===== config.mk =====
export PLATFORM = sky130hd
export DESIGN_NAME = wdtp_watchdog
export DESIGN_NICKNAME = d
export VERILOG_FILES = /design/src/pkg/wdtp_pkg.sv /design/src/verilog/wdtp_base_divider.sv /design/src/verilog/wdtp_postscaler.sv /design/src/verilog/wdtp_watchdog.sv
export SDC_FILE = /design/constraint.sdc
export NUM_CORES = 1
export LEC_CHECK = 0
export BUFFER_PORTS_ARGS = -buffer_cell sky130_fd_sc_hd__buf_2
export CAP_MARGIN = 15
export CORE_MARGIN = 2
export CORE_UTILIZATION = 42
export DETAILED_ROUTE_END_ITERATION = 16
export MAX_ROUTING_LAYER = met4
export SLEW_MARGIN = 20
export SYNTH_ARGS = -nofsm -noshare
export SYNTH_HDL_FRONTEND = slang
export SYNTH_SLANG_ARGS = --single-unit

===== constraint.sdc =====
create_clock -name clk_sys -period 4.5 [get_ports clk_sys]
set_clock_uncertainty 0.2 [all_clocks]
set_input_delay 0.45 -clock clk_sys [delete_from_list [all_inputs] [get_ports clk_sys]]
set_output_delay 0.45 -clock clk_sys [all_outputs]
set_load 0.005 [all_outputs]

===== src/pkg/wdtp_pkg.sv =====
/*
 Constants, types and timing counts shared by the postscaled watchdog.
 Assumes a single 50 MHz system clock standing in for the internal RC source.
*/
// What this block does
// - The watchdog counts on the internal RC clock, and enabling it also enables that clock.
// - The watchdog base period is a nominal 4 ms taken from the internal RC clock.
// - The base period drives a 16-bit postscaler, so the timeout is base period times ratio.
// - A multiplexer steered by the period select field picks the postscaler output used.
// - Selectable timeouts run from 4 ms up to 131.072 s at the largest ratio.
// - A sleep or clear watchdog instruction clears both the counter and the postscaler.
// - A clock failure on the primary or Timer1 oscillator clears counter and postscaler.
// - The watchdog control register can be written and read back by software.
// - The software watchdog enable bit switches watchdog operation on or off.
// - Software can turn the watchdog on or off only when the config bit leaves it off.
package wdtp_pkg;

	// timing
	localparam int CLK_PERIOD_NS  = 20;
	localparam int BASE_PERIOD_US = 4000;
	localparam int BASE_CYCLES    = (BASE_PERIOD_US * 1000) / CLK_PERIOD_NS;
	localparam int MAX_TIMEOUT_MS = 131072;

	// postscaler
	localparam int PS_WIDTH  = 16;
	localparam int SEL_WIDTH = 4;

	// watchdog control register layout
	localparam int         CTRL_WIDTH    = 8;
	localparam int         CTRL_SWEN_BIT = 0;
	localparam int         CTRL_ACT_BIT  = 1;
	localparam int         CTRL_TO_BIT   = 2;
	localparam logic [0:0] SWEN_RESET    = 1'h0;

	typedef enum logic [1:0] {
		WD_OFF,
		WD_RUN,
		WD_FIRE
	} wdtp_state_t;

endpackage


===== src/verilog/wdtp_base_divider.sv =====
/*
 Base period divider: one-cycle tick every CYCLES clocks while enabled.
 Assumes clear and enable are synchronous to clk_sys.
*/
`timescale 1ns/100ps
module wdtp_base_divider #(
	parameter int CYCLES = wdtp_pkg::BASE_CYCLES
) (
	// clock and reset
	input  wire logic clk_sys,
	input  wire logic reset,
	// control
	input  wire logic enable,
	input  wire logic clear,
	// base tick
	output logic      tick
);
	localparam int CW = $clog2(CYCLES);
	localparam logic [CW-1:0] LAST = CW'(CYCLES - 1);

	typedef struct packed {
		logic [CW-1:0] cnt;
	} wdtp_div_t;

	wdtp_div_t div_reg;
	wdtp_div_t div_next;

	if (CYCLES < 2) begin : g_chk
		$error("base divider needs at least two cycles");
	end

	always_comb begin
		div_next = div_reg;
		tick     = 1'b0;
		if (clear || !enable) begin
			div_next.cnt = '0;
		end else if (div_reg.cnt == LAST) begin
			div_next.cnt = '0;
			tick         = 1'b1;
		end else begin
			div_next.cnt = div_reg.cnt + 1'b1;
		end
	end

	always_ff @(posedge clk_sys) begin
		if (reset) begin
			div_reg <= '0;
		end else begin
			div_reg <= div_next;
		end
	end
endmodule


===== src/verilog/wdtp_postscaler.sv =====
/*
 Postscaler: counts base ticks; output bit select chooses a ratio of 2**select.
 Assumes tick is a one-cycle pulse and select is static while counting.
*/
`timescale 1ns/100ps
module wdtp_postscaler #(
	parameter int WIDTH = wdtp_pkg::PS_WIDTH,
	parameter int SELW  = wdtp_pkg::SEL_WIDTH
) (
	// clock and reset
	input  wire logic             clk_sys,
	input  wire logic             reset,
	// control
	input  wire logic             clear,
	input  wire logic             tick,
	input  wire logic [SELW-1:0]  select,
	// result
	output logic                  expire,
	output logic      [WIDTH-1:0] count
);
	typedef struct packed {
		logic [WIDTH-1:0] cnt;
	} wdtp_ps_t;

	wdtp_ps_t   ps_reg;
	wdtp_ps_t   ps_next;
	logic [WIDTH-1:0] terminal;

	if (WIDTH < 1 || (1 << SELW) > WIDTH) begin : g_chk
		$error("select range must match postscaler width");
	end

	// terminal[i]: low i bits all ones, ratio 2**i
	for (genvar i = 0; i < WIDTH; i++) begin : g_term
		if (i == 0) begin : g_zero
			assign terminal[i] = 1'b1;
		end else begin : g_more
			assign terminal[i] = &ps_reg.cnt[i-1:0];
		end
	end

	always_comb begin
		ps_next = ps_reg;
		expire  = tick && terminal[select];
		if (clear) begin
			ps_next.cnt = '0;
		end else if (expire) begin
			ps_next.cnt = '0;
		end else if (tick) begin
			ps_next.cnt = ps_reg.cnt + 1'b1;
		end
	end

	assign count = ps_reg.cnt;

	always_ff @(posedge clk_sys) begin
		if (reset) begin
			ps_reg <= '0;
		end else begin
			ps_reg <= ps_next;
		end
	end

endmodule


===== src/verilog/wdtp_watchdog.sv =====
/*
 Postscaled watchdog top: enable logic, control register, clearing sources,
 base divider, postscaler multiplexer and timeout event outputs.
 Assumes instruction strobes and clock-fail flags are one-cycle, synchronous pulses.
*/
`timescale 1ns/100ps
module wdtp_watchdog #(
	parameter int BASE_CYCLES = wdtp_pkg::BASE_CYCLES
) (
	// clock and reset
	input  wire logic                            clk_sys,
	input  wire logic                            reset,
	// configuration
	input  wire logic                            configWatchdogEnable,
	input  wire logic [wdtp_pkg::SEL_WIDTH-1:0]  periodSelectField,
	// instruction execution
	input  wire logic                            clearWatchdogInstruction,
	input  wire logic                            sleepInstruction,
	input  wire logic                            sleeping,
	// clock failure detection
	input  wire logic                            clockFailPrimary,
	input  wire logic                            clockFailTimer1,
	// watchdog control register access
	input  wire logic                            ctrlWrite,
	input  wire logic [wdtp_pkg::CTRL_WIDTH-1:0] ctrlWriteData,
	output logic      [wdtp_pkg::CTRL_WIDTH-1:0] ctrlReadData,
	// status and events
	output logic                                 rcOscEnable,
	output logic                                 watchdogActive,
	output logic                                 timeoutReset,
	output logic                                 timeoutWake
);
	typedef struct packed {
		wdtp_pkg::wdtp_state_t state;
		logic                  swEnable;
		logic                  timedOut;
		logic                  resetPulse;
		logic                  wakePulse;
	} wdtp_top_t;

	wdtp_top_t top_reg;
	wdtp_top_t top_next;

	logic active;
	logic clearAll;
	logic baseTick;
	logic expire;
	logic [wdtp_pkg::PS_WIDTH-1:0] psCount;

	if (BASE_CYCLES < 2) begin : g_chk
		$error("base period too short");
	end

	// config enable forces the watchdog on; software can only add to it
	assign active = configWatchdogEnable || top_reg.swEnable;

	// instruction and clock failure clears
	assign clearAll = clearWatchdogInstruction || sleepInstruction
		|| clockFailPrimary || clockFailTimer1;

	wdtp_base_divider #(
		.CYCLES (BASE_CYCLES)
	) u_div (
		.clk_sys (clk_sys),
		.reset   (reset),
		.enable  (active),
		.clear   (clearAll),
		.tick    (baseTick)
	);

	wdtp_postscaler #(
		.WIDTH (wdtp_pkg::PS_WIDTH),
		.SELW  (wdtp_pkg::SEL_WIDTH)
	) u_ps (
		.clk_sys (clk_sys),
		.reset   (reset),
		.clear   (clearAll || !active),
		.tick    (baseTick),
		.select  (periodSelectField),
		.expire  (expire),
		.count   (psCount)
	);

	always_comb begin
		top_next            = top_reg;
		top_next.resetPulse = 1'b0;
		top_next.wakePulse  = 1'b0;
		if (ctrlWrite) begin
			top_next.swEnable = ctrlWriteData[wdtp_pkg::CTRL_SWEN_BIT];
		end
		// timeout flag: set wins over the clear instruction
		if (clearWatchdogInstruction) begin
			top_next.timedOut = 1'b0;
		end
		case (top_reg.state)
			wdtp_pkg::WD_OFF: begin
				if (active) begin
					top_next.state = wdtp_pkg::WD_RUN;
				end
			end
			wdtp_pkg::WD_RUN: begin
				if (!active) begin
					top_next.state = wdtp_pkg::WD_OFF;
				end else if (expire) begin
					top_next.state      = wdtp_pkg::WD_FIRE;
					top_next.timedOut   = 1'b1;
					top_next.resetPulse = !sleeping;
					top_next.wakePulse  = sleeping;
				end
			end
			wdtp_pkg::WD_FIRE: begin
				top_next.state = active ? wdtp_pkg::WD_RUN : wdtp_pkg::WD_OFF;
			end
			default: begin
				top_next.state = wdtp_pkg::WD_OFF;
			end
		endcase
	end

	always_ff @(posedge clk_sys) begin
		if (reset) begin
			top_reg            <= '0;
			top_reg.state      <= wdtp_pkg::WD_OFF;
			top_reg.swEnable   <= wdtp_pkg::SWEN_RESET;
		end else begin
			top_reg <= top_next;
		end
	end

	// rc source runs whenever the watchdog does
	assign rcOscEnable    = active;
	assign watchdogActive = active;
	assign timeoutReset   = top_reg.resetPulse;
	assign timeoutWake    = top_reg.wakePulse;

	always_comb begin
		ctrlReadData                          = '0;
		ctrlReadData[wdtp_pkg::CTRL_SWEN_BIT] = top_reg.swEnable;
		ctrlReadData[wdtp_pkg::CTRL_ACT_BIT]  = active;
		ctrlReadData[wdtp_pkg::CTRL_TO_BIT]   = top_reg.timedOut;
	end

	// helper counters for the checks below
	localparam longint BASE_L   = longint'(BASE_CYCLES);
	localparam longint MAX_TO_L = (longint'(wdtp_pkg::MAX_TIMEOUT_MS) * 1000000)
		/ longint'(wdtp_pkg::CLK_PERIOD_NS);

	logic [63:0] tickGap;
	logic [63:0] toGap;

	always_ff @(posedge clk_sys) begin
		if (reset || clearAll || !active || baseTick) begin
			tickGap <= '0;
		end else begin
			tickGap <= tickGap + 64'h1;
		end
	end

	always_ff @(posedge clk_sys) begin
		if (reset || clearAll || !active || expire) begin
			toGap <= '0;
		end else begin
			toGap <= toGap + 64'h1;
		end
	end
endmodule


==> results, run 1 <==
- The clock tree from TritonCTS is done.
- The share of the clock period used by the worst path is 64.5%.
- The number of instances in the synthesized netlist is 235.
- The final count of hold timing violations is 0.
- The number of antenna diodes in the final layout is 0.
- The synthesized netlist contains 43 unique library cells.
- The detail-routed net length per standard cell is 12.3 µm.
- Data on the critical path arrives at its endpoint at 2.91 ns.
- Among the stages of the critical path, the cell type that occurs most often is sky130_fd_sc_hd__ha_1.
- In this run the worst hold path is classified as in2reg.
- Headroom to the max-slew limit came out at 49.7%.
- The area added between synthesis and finish is 7.94%.
- After synthesis, flip-flops and latches occupy 37.2% of the total area.
- Once the floorplan was initialized, standard cells occupied 44.1% of the core.
- The sum of negative setup slack is 0 ns.
- At the end of routability-driven placement, the weighted congestion stood at 0.760.
- By area the synthesized netlist is led by sky130_fd_sc_hd__dfxtp_1, sky130_fd_sc_hd__xnor2_1, sky130_fd_sc_hd__nor2_1.
- For met2 alone, demand over resource in global routing was 24.9%.
- The number of max-slew violations in the final report came to 0.
- The total clock buffers created by CTS is 5.
- The maximum cell stage delay along the critical path is 0.73 ns.
- During synthesis, Yosys emitted a total of 0 warnings.
- The final layout contains routed wiring with a total length of 3870 µm.
- The kind of launch point of the worst setup path is a flop.
- The critical path required time is 4.51 ns.
- The deepest level of the CTS H-tree is 2.
- The register with the most flip-flops in the layout has 18 of them.
- Based on the critical path, the design can be clocked at up to 0.345 GHz.
- Clock-pin slew was measured on the worst setup and hold paths at 0.07 ns.
- The initial antenna violation count is 0.
- The cell at the slowest stage of the critical path is sky130_fd_sc_hd__a2111oi_1.
- The combined area of all synthesized cells is 0.00210 mm².
- The violation count after the first detailed-routing iteration is 57.
- The via count of the first global-routing pass is 1554.
- The proportion of register bits with asynchronous set or reset after synthesis is 0%.
- The max-cap check violation count is 0.
- The all-layer global routing usage is 16.9%.
- The total grt overflow is 0.
- The number of flops mapped to enable cells by yosys is 0.
- Buffers inserted to repair hold after CTS numbered 0.
- The sort of element at the end of the critical path is a flop.
- The die outline width is 74.7 µm.
- The die covers 0.00557 mm².
- Setup repair after global routing left no endpoint under its margin.
- VDD sags by at most 0.000176 V.
- For this design the top-level I/O count stands at 33.
- The commonest cells after synthesis are sky130_fd_sc_hd__dfxtp_1, sky130_fd_sc_hd__nor2_1, sky130_fd_sc_hd__xnor2_1.
- The power per unit of standard cell area is 261 mW/mm².
- The number of inserted filler cells in the final layout is 498.
- The maximum number of pins on one net before global-route repair is 19.
- The post-synthesis area per instance is 8.92 µm².
- Of the cells placed in the final design, the portion with a size suffix greater than 1 is 17.0%.
- The first global-routing pass estimated 7120 µm of wire.
- In the global route stage, met3 resource usage came out at 4.15%.
- The maximum fanout encountered on the critical timing path is 13.
- The synthesized design spends more area on one cell type than any other, namely sky130_fd_sc_hd__dfxtp_1.
- The clock latency on the worst-skew pair is 0.29 ns.
- Summing over every cut layer, the via total after detailed routing is 1612.
- Dividing the detail-routed via count by the number of cells gives 5.13.
- For this run, the post-layout net count is 274.
- The total area inside the core boundary comes to 0.00475 mm².
- The residual DRC count is 0.
- The number of I/O port buffers is 20.
- The actual transition at the worst max-transition pin is 0.745 ns.
- The post-CTS repair timing setup buffer count is 0.
- In this run the static leakage power is 0.808 nW.
- The post-detailed-placement half-perimeter wirelength is 2760 µm.
- Yosys instantiated no cell more often than sky130_fd_sc_hd__dfxtp_1.
- The buffer depth of the longest clock path is 2.
- For this run, the detailed router's first-pass iteration total came to 6.
- The setup path with the least slack is of type reg2reg.
- The total setup violations reported at the end of the flow is 0.
- The routing layer with the top usage in global route is met2.
- Gates resized during post-CTS repair numbered 0.
- The library cell used as clock root buffer is sky130_fd_sc_hd__clkbuf_8.
- The number of rows created at floorplan is 25.
- The count of placed standard cells in the final layout, fillers left out is 314.
- The register bit total from synthesis is 39.
- The signal on the critical path passes through ha_1, and3_1, ha_1, o21ai_0, a21boi_0, a2111oi_1, a2111oi_4, buf_4, nor3_1.
- After synthesis, the largest area contributor takes up 37.2% of total cell area.
- From bottom edge to top edge, the die measures 74.7 µm.
- Among all flip-flop cells after synthesis, the most frequent one is sky130_fd_sc_hd__dfxtp_1.
- The number of clock sinks seen by CTS is 39.
- The run finished with clean final reports.
- The number of placed instances with taps included is 308.
- The met1 track demand over resource in global routing is 23.2%.
- The count of nets left with antenna violations once routing finished came out at 0.
- Subtracting the final worst setup slack from the clock period gives 2.90 ns.
[power breakdown]
| part | leakage (nW) | switching [W] | internal, W |
|---|---|---|---|
| registers | 0.315 | 0.00000102 | 0.000346 |
| clock network | 0.0361 | 0.000115 | 0.000103 |
| logic | 0.457 | 0.0000146 | 0.0000111 |
| total | 0.808 | 0.000131 | 0.000460 |
[area by class of cell]
type / count / area, µm² / area share, %
clock inverter: 1 / 7.51 / 0.332
sequential: 39 / 781 / 34.5
tap: 67 / 83.8 / 3.70
timing repair buffer: 22 / 115 / 5.09
multi-input combinational: 175 / 1190 / 52.5
clock buffer: 5 / 68.8 / 3.04
inverter: 5 / 18.8 / 0.829
[path summary, 6_finish.rpt]
| check | startpoint | endpoint | slack [ns] | cells after the start |
|---|---|---|---|---|
| setup / recovery | u_ps.count[0] | u_ps.count[2] | 1.60 | 9 |
| hold / removal | sleeping | timeoutReset | 0.14 | 2 |
| setup reg to reg | u_ps.count[0] | u_ps.count[2] | 1.60 | 9 |
| hold reg to reg | ctrlReadData[2] | ctrlReadData[2] | 0.26 | 2 |
[metrics by stage]
| stage | util, % | hold WS [ns] | worst slack (ns) | power (W) | area [µm²] |
|---|---|---|---|---|---|
| finish | 47.6 | 0.142 | 1.60 | 0.000591 | 2260 |
| CTS | 47.6 | 0.128 | 1.55 | 0.000601 | 2260 |
| floorplan | - | 0.226 | 1.91 | 0.000375 | 2110 |
| global route | 47.6 | 0.137 | 1.30 | 0.000615 | 2260 |
| detailed placement | 46.0 | 0.247 | 1.57 | 0.000381 | 2190 |
| global placement | 46.0 | 0.235 | 1.60 | 0.000381 | 2190 |
[logic make-up (layout without fill, tap and decap cells)]
kind of cell / count (synthesis) / in the layout / synth area share, %
buf+inv: 25 / 33 / 6.80
simple gates: 116 / 116 / 31.9
xor+xnor: 27 / 27 / 11.3
mux: 7 / 7 / 3.34
flops: 39 / 39 / 37.2
compound gates: 15 / 15 / 6.27
fa+ha+maj: 5 / 5 / 2.98
other cells: 1 / 5 / 0.179
[cell usage in the layout (no fill, tap or decap), types with 2 or more instances in the layout]
master,n
sky130_fd_sc_hd__conb_1,5
sky130_fd_sc_hd__mux2i_1,7
sky130_fd_sc_hd__nor4_1,9
sky130_fd_sc_hd__nand2_1,15
sky130_fd_sc_hd__ha_1,5
sky130_fd_sc_hd__nand3_1,9
sky130_fd_sc_hd__nor2_1,27
sky130_fd_sc_hd__nand4_1,6
sky130_fd_sc_hd__buf_2,20
sky130_fd_sc_hd__dfxtp_1,39
sky130_fd_sc_hd__buf_4,2
sky130_fd_sc_hd__nand2b_1,2
sky130_fd_sc_hd__a21boi_0,2
sky130_fd_sc_hd__nor3_1,13
sky130_fd_sc_hd__and2_1,4
sky130_fd_sc_hd__nor3_2,10
sky130_fd_sc_hd__o21ai_0,3
sky130_fd_sc_hd__and3_1,10
sky130_fd_sc_hd__inv_1,5
sky130_fd_sc_hd__clkbuf_8,5
sky130_fd_sc_hd__xnor2_1,19
sky130_fd_sc_hd__xor2_1,8
[worst max-delay path: cells and delay by family (launching register included)]
| kind | cells | cell delay (ns) |
|---|---|---|
| AO/OA/AOI/OAI | 4 | 1.12 |
| adder cells (fa/ha/maj) | 2 | 0.51 |
| AND/OR/NAND/NOR | 2 | 0.40 |
| flip-flops | 1 | 0.34 |
| buffers and inverters | 1 | 0.25 |
[layer usage]
metal | vias to the layer above | part of all wire (%)
met1 | 742 | 52
met4 | 0 | 1.3
met3 | 5 | 4.2
met2 | 31 | 42
li1 | 834 | -
met5 | - | 0
No activity file was read; power rests on OpenSTA's default activity.
==> run 2: changes to the inputs <==
--- a/config.mk
+++ b/config.mk
@@ -5,6 +5,7 @@
 export SDC_FILE = /design/constraint.sdc
 export NUM_CORES = 1
 export LEC_CHECK = 0
+export ABC_AREA = 1
 export BUFFER_PORTS_ARGS = -buffer_cell sky130_fd_sc_hd__buf_2
 export CAP_MARGIN = 15
 export CORE_MARGIN = 2
==> constraint.sdc (replaced) <==
create_clock -name clk_sys -period 3 [get_ports clk_sys]
set_clock_uncertainty 0.2 [all_clocks]
set_input_delay 0.3 -clock clk_sys [delete_from_list [all_inputs] [get_ports clk_sys]]
set_output_delay 0.3 -clock clk_sys [all_outputs]
set_load 0.005 [all_outputs]
==> results, run 2 <==
- The total core area is 0.00517 mm² (was 0.00475 mm²).
- The total length of routed wires is 4350 µm (was 3870 µm).
- The most used flip-flop cell after synthesis is sky130_fd_sc_hd__dfxtp_1 (unchanged).
- The die extent in y is 77.6 µm (was 74.7 µm).
- The power per unit of standard cell area was 366 mW/mm² (was 261 mW/mm²).
- The fmax is 0.422 GHz (was 0.345 GHz).
- The post-synthesis area per instance is 6.76 µm² (was 8.92 µm²).
- The critical path endpoint is u_ps.count[3] (was u_ps.count[2]).
- The deepest level of the CTS H-tree is 2 (unchanged).
- The class of the worst hold path was in2reg (unchanged).
- The total clock buffers created by CTS was 5 (unchanged).
- The residual DRC count is 0 (unchanged).
- The register bit total from synthesis is 39 (unchanged).
- The clock-pin slew on the worst setup and hold paths is 0.08 ns (was 0.07 ns).
- The critical path launch point is u_ps.count[0] (unchanged).
- The all-layer global routing usage came to 16.7% (was 16.9%).
- Result of the run: finished clean (unchanged).
- Leading cell types by total area after synthesis: sky130_fd_sc_hd__dfxtp_1, sky130_fd_sc_hd__nand2_1, sky130_fd_sc_hd__nor2_1 (was sky130_fd_sc_hd__dfxtp_1, sky130_fd_sc_hd__xnor2_1, sky130_fd_sc_hd__nor2_1).
- The setup slack after layout is 0.631 ns (was 1.60 ns).
- The clock latency on the worst-skew pair was 0.29 ns (about the same).
- The reg2reg setup slack was 0.63 ns (was 1.60 ns).
- The depth of the most critical reg-to-reg path came to 17 (was 9).
- The area of the die is 0.00601 mm² (was 0.00557 mm²).
- The via count of the first global-routing pass is 1870 (was 1554).
- The share of the clock period used by the worst path is 79.0% (was 64.5%).
- The number of flip-flops under the largest register name came to 18 (unchanged).
- The final count of hold timing violations came to 0 (unchanged).
- The number of I/O port buffers was 20 (unchanged).
- The global-route wire length before repair is 8010 µm (was 7120 µm).
- The proportion of layout cells with a drive suffix above 1 was 16.5% (was 17.0%).
- The most common library cell in the layout ignoring fill and taps was sky130_fd_sc_hd__nand2_1 (was sky130_fd_sc_hd__dfxtp_1).
- The count of unique library cells instantiated by Yosys is 32 (was 43).
- The routability congestion estimate is 0.880 (was 0.760).
- The die outline width is 77.6 µm (was 74.7 µm).
- The count of inserted antenna diode cells came to 0 (unchanged).
- The worst IR drop on VDD came to 0.000193 V (was 0.000176 V).
- The origin of the critical flop-to-flop path is u_ps.count[0] (unchanged).
- The minimum period implied by the final worst setup slack is 2.37 ns (was 2.90 ns).
- The length of the first detailed-routing pass in iterations came to 4 (was 6).
- The initial antenna violation count was 0 (unchanged).
- The detail-routed net length per standard cell is 10.2 µm (was 12.3 µm).
- The max-cap check violation count is 0 (unchanged).
- The number of clock sinks seen by CTS came to 39 (unchanged).
- The layout net count is 382 (was 274).
- The class of the most critical setup path is reg2reg (unchanged).
- The reg-to-reg endpoint was u_ps.count[3] (was u_ps.count[2]).
- The total setup violations reported at the end of the flow is 0 (unchanged).
- The static leakage is 0.965 nW (was 0.808 nW).
- The number of rows created at floorplan is 26 (was 25).
- The number of max-slew violations in the final report is 0 (unchanged).
- The post-CTS repair timing setup buffer count came to 0 (unchanged).
- The share of the synthesized area in the top cell type is 34.4% (was 37.2%).
- The post-detailed-placement half-perimeter wirelength is 3300 µm (was 2760 µm).
- The sequential cell area fraction in the yosys report is 34.4% (was 37.2%).
- The I/O pin total is 33 (unchanged).
- The relative slew slack came to 65.4% (was 49.7%).
- The cell type with the largest total area after synthesis is sky130_fd_sc_hd__dfxtp_1 (unchanged).
- The leading cell type by number of instances after synthesis is sky130_fd_sc_hd__nand2_1 (was sky130_fd_sc_hd__dfxtp_1).
- The total grt overflow is 0 (unchanged).
- The clock tree from TritonCTS is done (unchanged).
- The kind of launch point of the worst setup path was a flop (unchanged).
- The critical path required time is 2.97 ns (was 4.51 ns).
- The maximum fanout encountered on the critical timing path is 15 (was 13).
- The detailed-route via count was 1974 (was 1612).
- The combined area of all synthesized cells was 0.00227 mm² (was 0.00210 mm²).
- The sort of element at the end of the critical path was a flop (unchanged).
- The area added between synthesis and finish is 9.03% (was 7.94%).
- The initial cell density of the core is 43.9% (was 44.1%).
- The detailed-route vias per instance came to 4.62 (was 5.13).
- The endpoint arrival time on the critical path is 2.34 ns (was 2.91 ns).
- The sum of negative setup slack is 0 ns (unchanged).
- The remaining antenna violation count is 0 (unchanged).
- The worst slack after detailed placement is 0.623 ns (was 1.57 ns).
- The maximum number of pins on one net before global-route repair is 16 (was 19).
- Post-synth top cells: sky130_fd_sc_hd__nand2_1, sky130_fd_sc_hd__nor2_1, sky130_fd_sc_hd__inv_1 (was sky130_fd_sc_hd__dfxtp_1, sky130_fd_sc_hd__nor2_1, sky130_fd_sc_hd__xnor2_1).
- The buffer depth of the longest clock path is 2 (unchanged).
- The actual transition at the worst max-transition pin came to 0.518 ns (was 0.745 ns).
- Unrepaired setup endpoints after global routing: false (unchanged).
- The proportion of register bits with asynchronous set or reset after synthesis is 0% (unchanged).
- The number of instances in the synthesized netlist came to 336 (was 235).
- The library cell used as clock root buffer is sky130_fd_sc_hd__clkbuf_8 (unchanged).
- Most used cells in the layout excluding fill and tap cells: sky130_fd_sc_hd__nand2_1, sky130_fd_sc_hd__nor2_1, sky130_fd_sc_hd__inv_1 (was sky130_fd_sc_hd__dfxtp_1, sky130_fd_sc_hd__nor2_1, sky130_fd_sc_hd__buf_2).
- The violation count after the first detailed-routing iteration was 82 (was 57).
- The number of flops mapped to enable cells by yosys is 0 (unchanged).
- The total number of yosys warnings is 0 (unchanged).
[run 2: metal layers]
| metal | track usage [%] | up-vias | routed length [µm] |
|---|---|---|---|
| met4 | 5.36 | 0 | 48 |
| met2 | 25.7 | 35 | 1930 |
| met1 | 21.6 | 862 | 2240 |
| li1 | - | 1072 | - |
| met3 | 4.07 | 5 | 138 |
| met5 | - | - | 0 |
[run 2: per-stage QoR]
stage                     cell area [µm²]  utilization (%)  power, W  std cells  hold slack, ns
after floorplan                      2290                -  0.000566        340           0.172
after detailed placement             2370             45.9  0.000574        417           0.226
after CTS                            2480             47.9  0.000925        427          0.0428
after global routing                 2480             47.9  0.000955        427          0.0429
after global placement               2370             45.9  0.000573        417           0.217
final                                2480             47.9  0.000906        427          0.0530
[run 2: report_power, final]
group / switching, W / total [W] / internal [W]
combinational: 0.0000248 / 0.0000434 / 0.0000186
sequential: 0.00000126 / 0.000520 / 0.000519
clock: 0.000180 / 0.000342 / 0.000162
total: 0.000206 / 0.000906 / 0.000700
[run 2: how the worst min path moves through the flow]
| stage | from | end | slack (ns) | depth (start not counted) |
|---|---|---|---|---|
| floorplan | sleeping | timeoutReset | 0.17 | 1 |
| global placement | top_reg[4] | top_reg[4] | 0.22 | 1 |
| detailed placement | top_reg[4] | top_reg[4] | 0.23 | 1 |
| CTS | ctrlWriteData[0] | ctrlReadData[0] | 0.04 | 3 |
| global route | ctrlWriteData[0] | ctrlReadData[0] | 0.04 | 3 |
| finish | ctrlWriteData[0] | ctrlReadData[0] | 0.05 | 3 |
[run 2: cells by family (layout without fill, tap and decap cells)]
kind of cell | count (synthesis) | in the layout | share of synthesized area, %
compound gates | 30 | 30 | 8.04
xor+xnor | 13 | 13 | 5.01
fa+ha+maj | 5 | 5 | 2.75
buf+inv | 62 | 79 | 12.8
flops | 39 | 39 | 34.4
other cells | 1 | 5 | 0.165
simple gates | 186 | 186 | 36.8
[run 2: repair_timing]
item / 4_1_cts / 5_1_grt
resized for setup: 0 / 0
hold buffers: 2 / 0
endpoints found under the hold margin: 2 / 0
[run 2: cell type report]
type | count | area, µm²
fill | 548 | 2700
clock inverter | 2 | 12.5
clock buffer | 6 | 72.6
inverter | 48 | 181
tap | 70 | 87.6
multi-input combinational | 239 | 1210
sequential | 39 | 781
timing repair buffer | 23 | 128
[run 2: critical path, stage by stage (launching register included)]
cell	delay (ns)
sky130_fd_sc_hd__dfxtp_1	0.42
sky130_fd_sc_hd__ha_1	0.25
sky130_fd_sc_hd__nand2_1	0.11
sky130_fd_sc_hd__nor2_4	0.14
sky130_fd_sc_hd__nand2_1	0.09
sky130_fd_sc_hd__inv_1	0.06
sky130_fd_sc_hd__ha_1	0.13
sky130_fd_sc_hd__inv_1	0.04
sky130_fd_sc_hd__nand2_1	0.05
sky130_fd_sc_hd__nor2_1	0.03
sky130_fd_sc_hd__nor2_1	0.08
sky130_fd_sc_hd__nand2_1	0.06
sky130_fd_sc_hd__nor2_1	0.09
sky130_fd_sc_hd__nand2_1	0.07
sky130_fd_sc_hd__nand2_2	0.09
sky130_fd_sc_hd__nand2_2	0.07
sky130_fd_sc_hd__nand2_4	0.21
sky130_fd_sc_hd__a21oi_1	0.07
==> run 3: changes to the inputs <==
==> constraint.sdc (replaced) <==
create_clock -name clk_sys -period 2 [get_ports clk_sys]
set_clock_uncertainty 0.2 [all_clocks]
set_input_delay 0.2 -clock clk_sys [delete_from_list [all_inputs] [get_ports clk_sys]]
set_output_delay 0.2 -clock clk_sys [all_outputs]
set_load 0.005 [all_outputs]
==> results, run 3 (synthesis gave the netlist of run 2 again) <==
- The remaining antenna violation count is 0 (unchanged).
- The cell-internal power was 0.00106 W (was 0.000700 W).
- The detail-routed net length per standard cell is 10.6 µm (was 10.2 µm).
- The detailed-route via count is 2103 (was 1974).
- The reg2reg setup slack is -0.05 ns (was 0.63 ns).
- The area of the die is 0.00601 mm² (unchanged).
- The depth of the most critical reg-to-reg path came to 15 (was 17).
- The endpoint of the worst hold-timing path is top_reg[4] (was ctrlReadData[0]).
- The number of I/O port buffers was 20 (unchanged).
- The initial cell density of the core is 43.9% (unchanged).
- The minimum period implied by the final worst setup slack came to 2.05 ns (was 2.37 ns).
- The sum of negative setup slack is -0.324 ns (was 0 ns).
- The area added between synthesis and finish came to 22.0% (was 9.03%).
- The number of clock sinks seen by CTS came to 39 (unchanged).
- The launch instance of the worst min-delay path is configWatchdogEnable (was ctrlWriteData[0]).
- The class of the worst hold path is in2reg (unchanged).
- The layout net count is 405 (was 382).
- The global-route wire length before repair is 8470 µm (was 8010 µm).
- The critical path required time was 1.98 ns (was 2.97 ns).
- The worst slack after detailed placement is -0.103 ns (was 0.623 ns).
- The count of inserted antenna diode cells is 0 (unchanged).
- The endpoint arrival time on the critical path is 2.03 ns (was 2.34 ns).
- The share of power burned in registers was 56.9% (was 57.4%).
- The worst IR drop on VDD is 0.000510 V (was 0.000193 V).
- The maximum number of pins on one net before global-route repair is 15 (was 16).
- The final count of hold timing violations is 0 (unchanged).
- The number of rows created at floorplan is 26 (unchanged).
- The class of the most critical setup path is reg2reg (unchanged).
- Most used cells in the layout excluding fill and tap cells: sky130_fd_sc_hd__nand2_1, sky130_fd_sc_hd__nor2_1, sky130_fd_sc_hd__inv_1 (unchanged).
- The library cell used as clock root buffer is sky130_fd_sc_hd__clkbuf_8 (unchanged).
- The total power is 0.00137 W (was 0.000906 W).
- The part of the power in combinational logic is 5.7% (was 4.8%).
- The total grt overflow is 0 (unchanged).
- The static leakage came to 1.11 nW (was 0.965 nW).
- The area of the multi-input gates is 0.00132 mm² (was 0.00121 mm²).
- The sort of element at the end of the critical path was a flop (unchanged).
- The clock tree from TritonCTS is done (unchanged).
- The number of inserted filler cells in the final layout is 525 (was 548).
- The max-cap check violation count came to 0 (unchanged).
- The total setup violations reported at the end of the flow is 15 (was 0).
- The setup slack after layout was -0.0484 ns (was 0.631 ns).
- The deepest level of the CTS H-tree was 2 (unchanged).
- The clock group share of total power is 37.5% (was 37.8%).
- Result of the run: finished, violations left (was finished clean).
- The detailed-route vias per instance was 4.67 (was 4.62).
- The total length of routed wires is 4780 µm (was 4350 µm).
- The total core area came to 0.00517 mm² (unchanged).
- The routability congestion estimate is 0.876 (was 0.880).
- The fmax was 0.488 GHz (was 0.422 GHz).
- The reg-to-reg endpoint was u_ps.count[5] (was u_ps.count[3]).
- The number of max-slew violations in the final report is 0 (unchanged).
- The share of the clock period used by the worst path is 102% (was 79.0%).
- The I/O pin total was 33 (unchanged).
- The cell depth of the worst min-delay path is 4 (was 3).
- The maximum fanout encountered on the critical timing path is 7 (was 15).
- The buffer depth of the longest clock path is 2 (unchanged).
- The reported net switching power is 0.000315 W (was 0.000206 W).
- The worst hold-check slack is 0.172 ns (was 0.0530 ns).
- The clock latency on the worst-skew pair was 0.29 ns (about the same).
- The storage element area is 783 µm² (was 781 µm²).
- The proportion of layout cells with a drive suffix above 1 came to 25.3% (was 16.5%).
- The die extent in y is 77.6 µm (unchanged).
- The total clock buffers created by CTS is 5 (unchanged).
- The all-layer global routing usage was 17.8% (was 16.7%).
- The kind of launch point of the worst setup path is a flop (unchanged).
- The switching fraction of total power is 22.9% (was 22.7%).
- The power per unit of standard cell area was 495 mW/mm² (was 366 mW/mm²).
- The violation count after the first detailed-routing iteration is 78 (was 82).
- The origin of the critical flop-to-flop path is u_ps.count[0] (unchanged).
- The die outline width was 77.6 µm (unchanged).
- The via count of the first global-routing pass came to 1983 (was 1870).
- The number of flip-flops under the largest register name was 18 (unchanged).
- The residual DRC count came to 0 (unchanged).
- The most common library cell in the layout ignoring fill and taps is sky130_fd_sc_hd__nand2_1 (unchanged).
- The length of the first detailed-routing pass in iterations was 4 (unchanged).
- The post-detailed-placement half-perimeter wirelength came to 3570 µm (was 3300 µm).
- The initial antenna violation count is 0 (unchanged).
- The checks that failed: negative setup slack.
- Unrepaired setup endpoints after global routing: true (was false).
- The clock-pin slew on the worst setup and hold paths was 0.08 ns (about the same).
==> run 3: power groups by stage <==
stage          logic [W]  registers, W  clock network, W
3_5_place_dp   0.0000658      0.000799                 0
2_1_floorplan  0.0000513      0.000798                 0
3_3_place_gp   0.0000647      0.000799                 0
4_1_cts        0.0000749      0.000780          0.000535
6_report       0.0000777      0.000781          0.000515
5_1_grt        0.0000896      0.000781          0.000565
==> run 3: worst max path at each step <==
stage                             start       endpoint  slack (ns)
after detailed placement  u_ps.count[1]  u_ps.count[3]       -0.10
after global placement    u_ps.count[1]  u_ps.count[0]       -0.07
after CTS                 u_ps.count[0]  u_ps.count[5]       -0.07
final                     u_ps.count[0]  u_ps.count[5]       -0.05
after floorplan           u_ps.count[1]  u_ps.count[5]       0.002
after global routing      u_ps.count[0]  u_ps.count[6]       -0.21
==> run 3: repair_timing <==
action / in CTS / in global routing
pin swaps: 6 / 2
setup endpoints to repair: 19 / 20
resized for setup: 9 / 12
endpoints found under the hold margin: 4 / 0
buffers inserted: 0 / 0
hold buffers: 5 / 0
cloned: 1 / 0
==> run 3: critical path, cell delays in order (launching register included) <==
cell and delay, ns:
sky130_fd_sc_hd__dfxtp_2 0.36, sky130_fd_sc_hd__ha_4 0.15, sky130_fd_sc_hd__nand2_4 0.05, sky130_fd_sc_hd__nor2_4 0.10
sky130_fd_sc_hd__buf_6 0.11, sky130_fd_sc_hd__ha_1 0.13, sky130_fd_sc_hd__nand3b_1 0.10, sky130_fd_sc_hd__nand2_1 0.05
sky130_fd_sc_hd__nor2_1 0.08, sky130_fd_sc_hd__nand2_1 0.07, sky130_fd_sc_hd__nand2_2 0.07, sky130_fd_sc_hd__nand2_2 0.06
sky130_fd_sc_hd__inv_2 0.09, sky130_fd_sc_hd__nand2_4 0.11, sky130_fd_sc_hd__nand2_4 0.16, sky130_fd_sc_hd__nor2_2 0.05
==> run 3: through the flow <==
step	utilization, %	instances	area, µm²
floorplan	-	340	2300
global placement	49.2	436	2540
detailed placement	49.2	436	2540
CTS	52.7	450	2730
global route	53.6	450	2770
finish	53.6	450	2770
==> run 3: layout make-up <==
cell class | instances | share of cell area (%)
flip-flops and latches | 39 | 28.2
well taps | 70 | 3.16
repair buffers | 45 | 11.6
multi-input cells | 240 | 47.4
inverters | 48 | 6.54
clock inverters | 2 | 0.451
clock buffers | 6 | 2.62
==> run 3: metal layers <==
layer / routed length [µm] / GRT usage (%) / share of wire (%) / up-vias
li1: - / - / - / 1120
met1: 2440 / 22.5 / 51 / 946
met2: 2130 / 29.6 / 44 / 33
met3: 178 / 3.84 / 3.7 / 4
met4: 38 / 3.21 / 0.80 / 0
met5: 0 / - / 0 / -
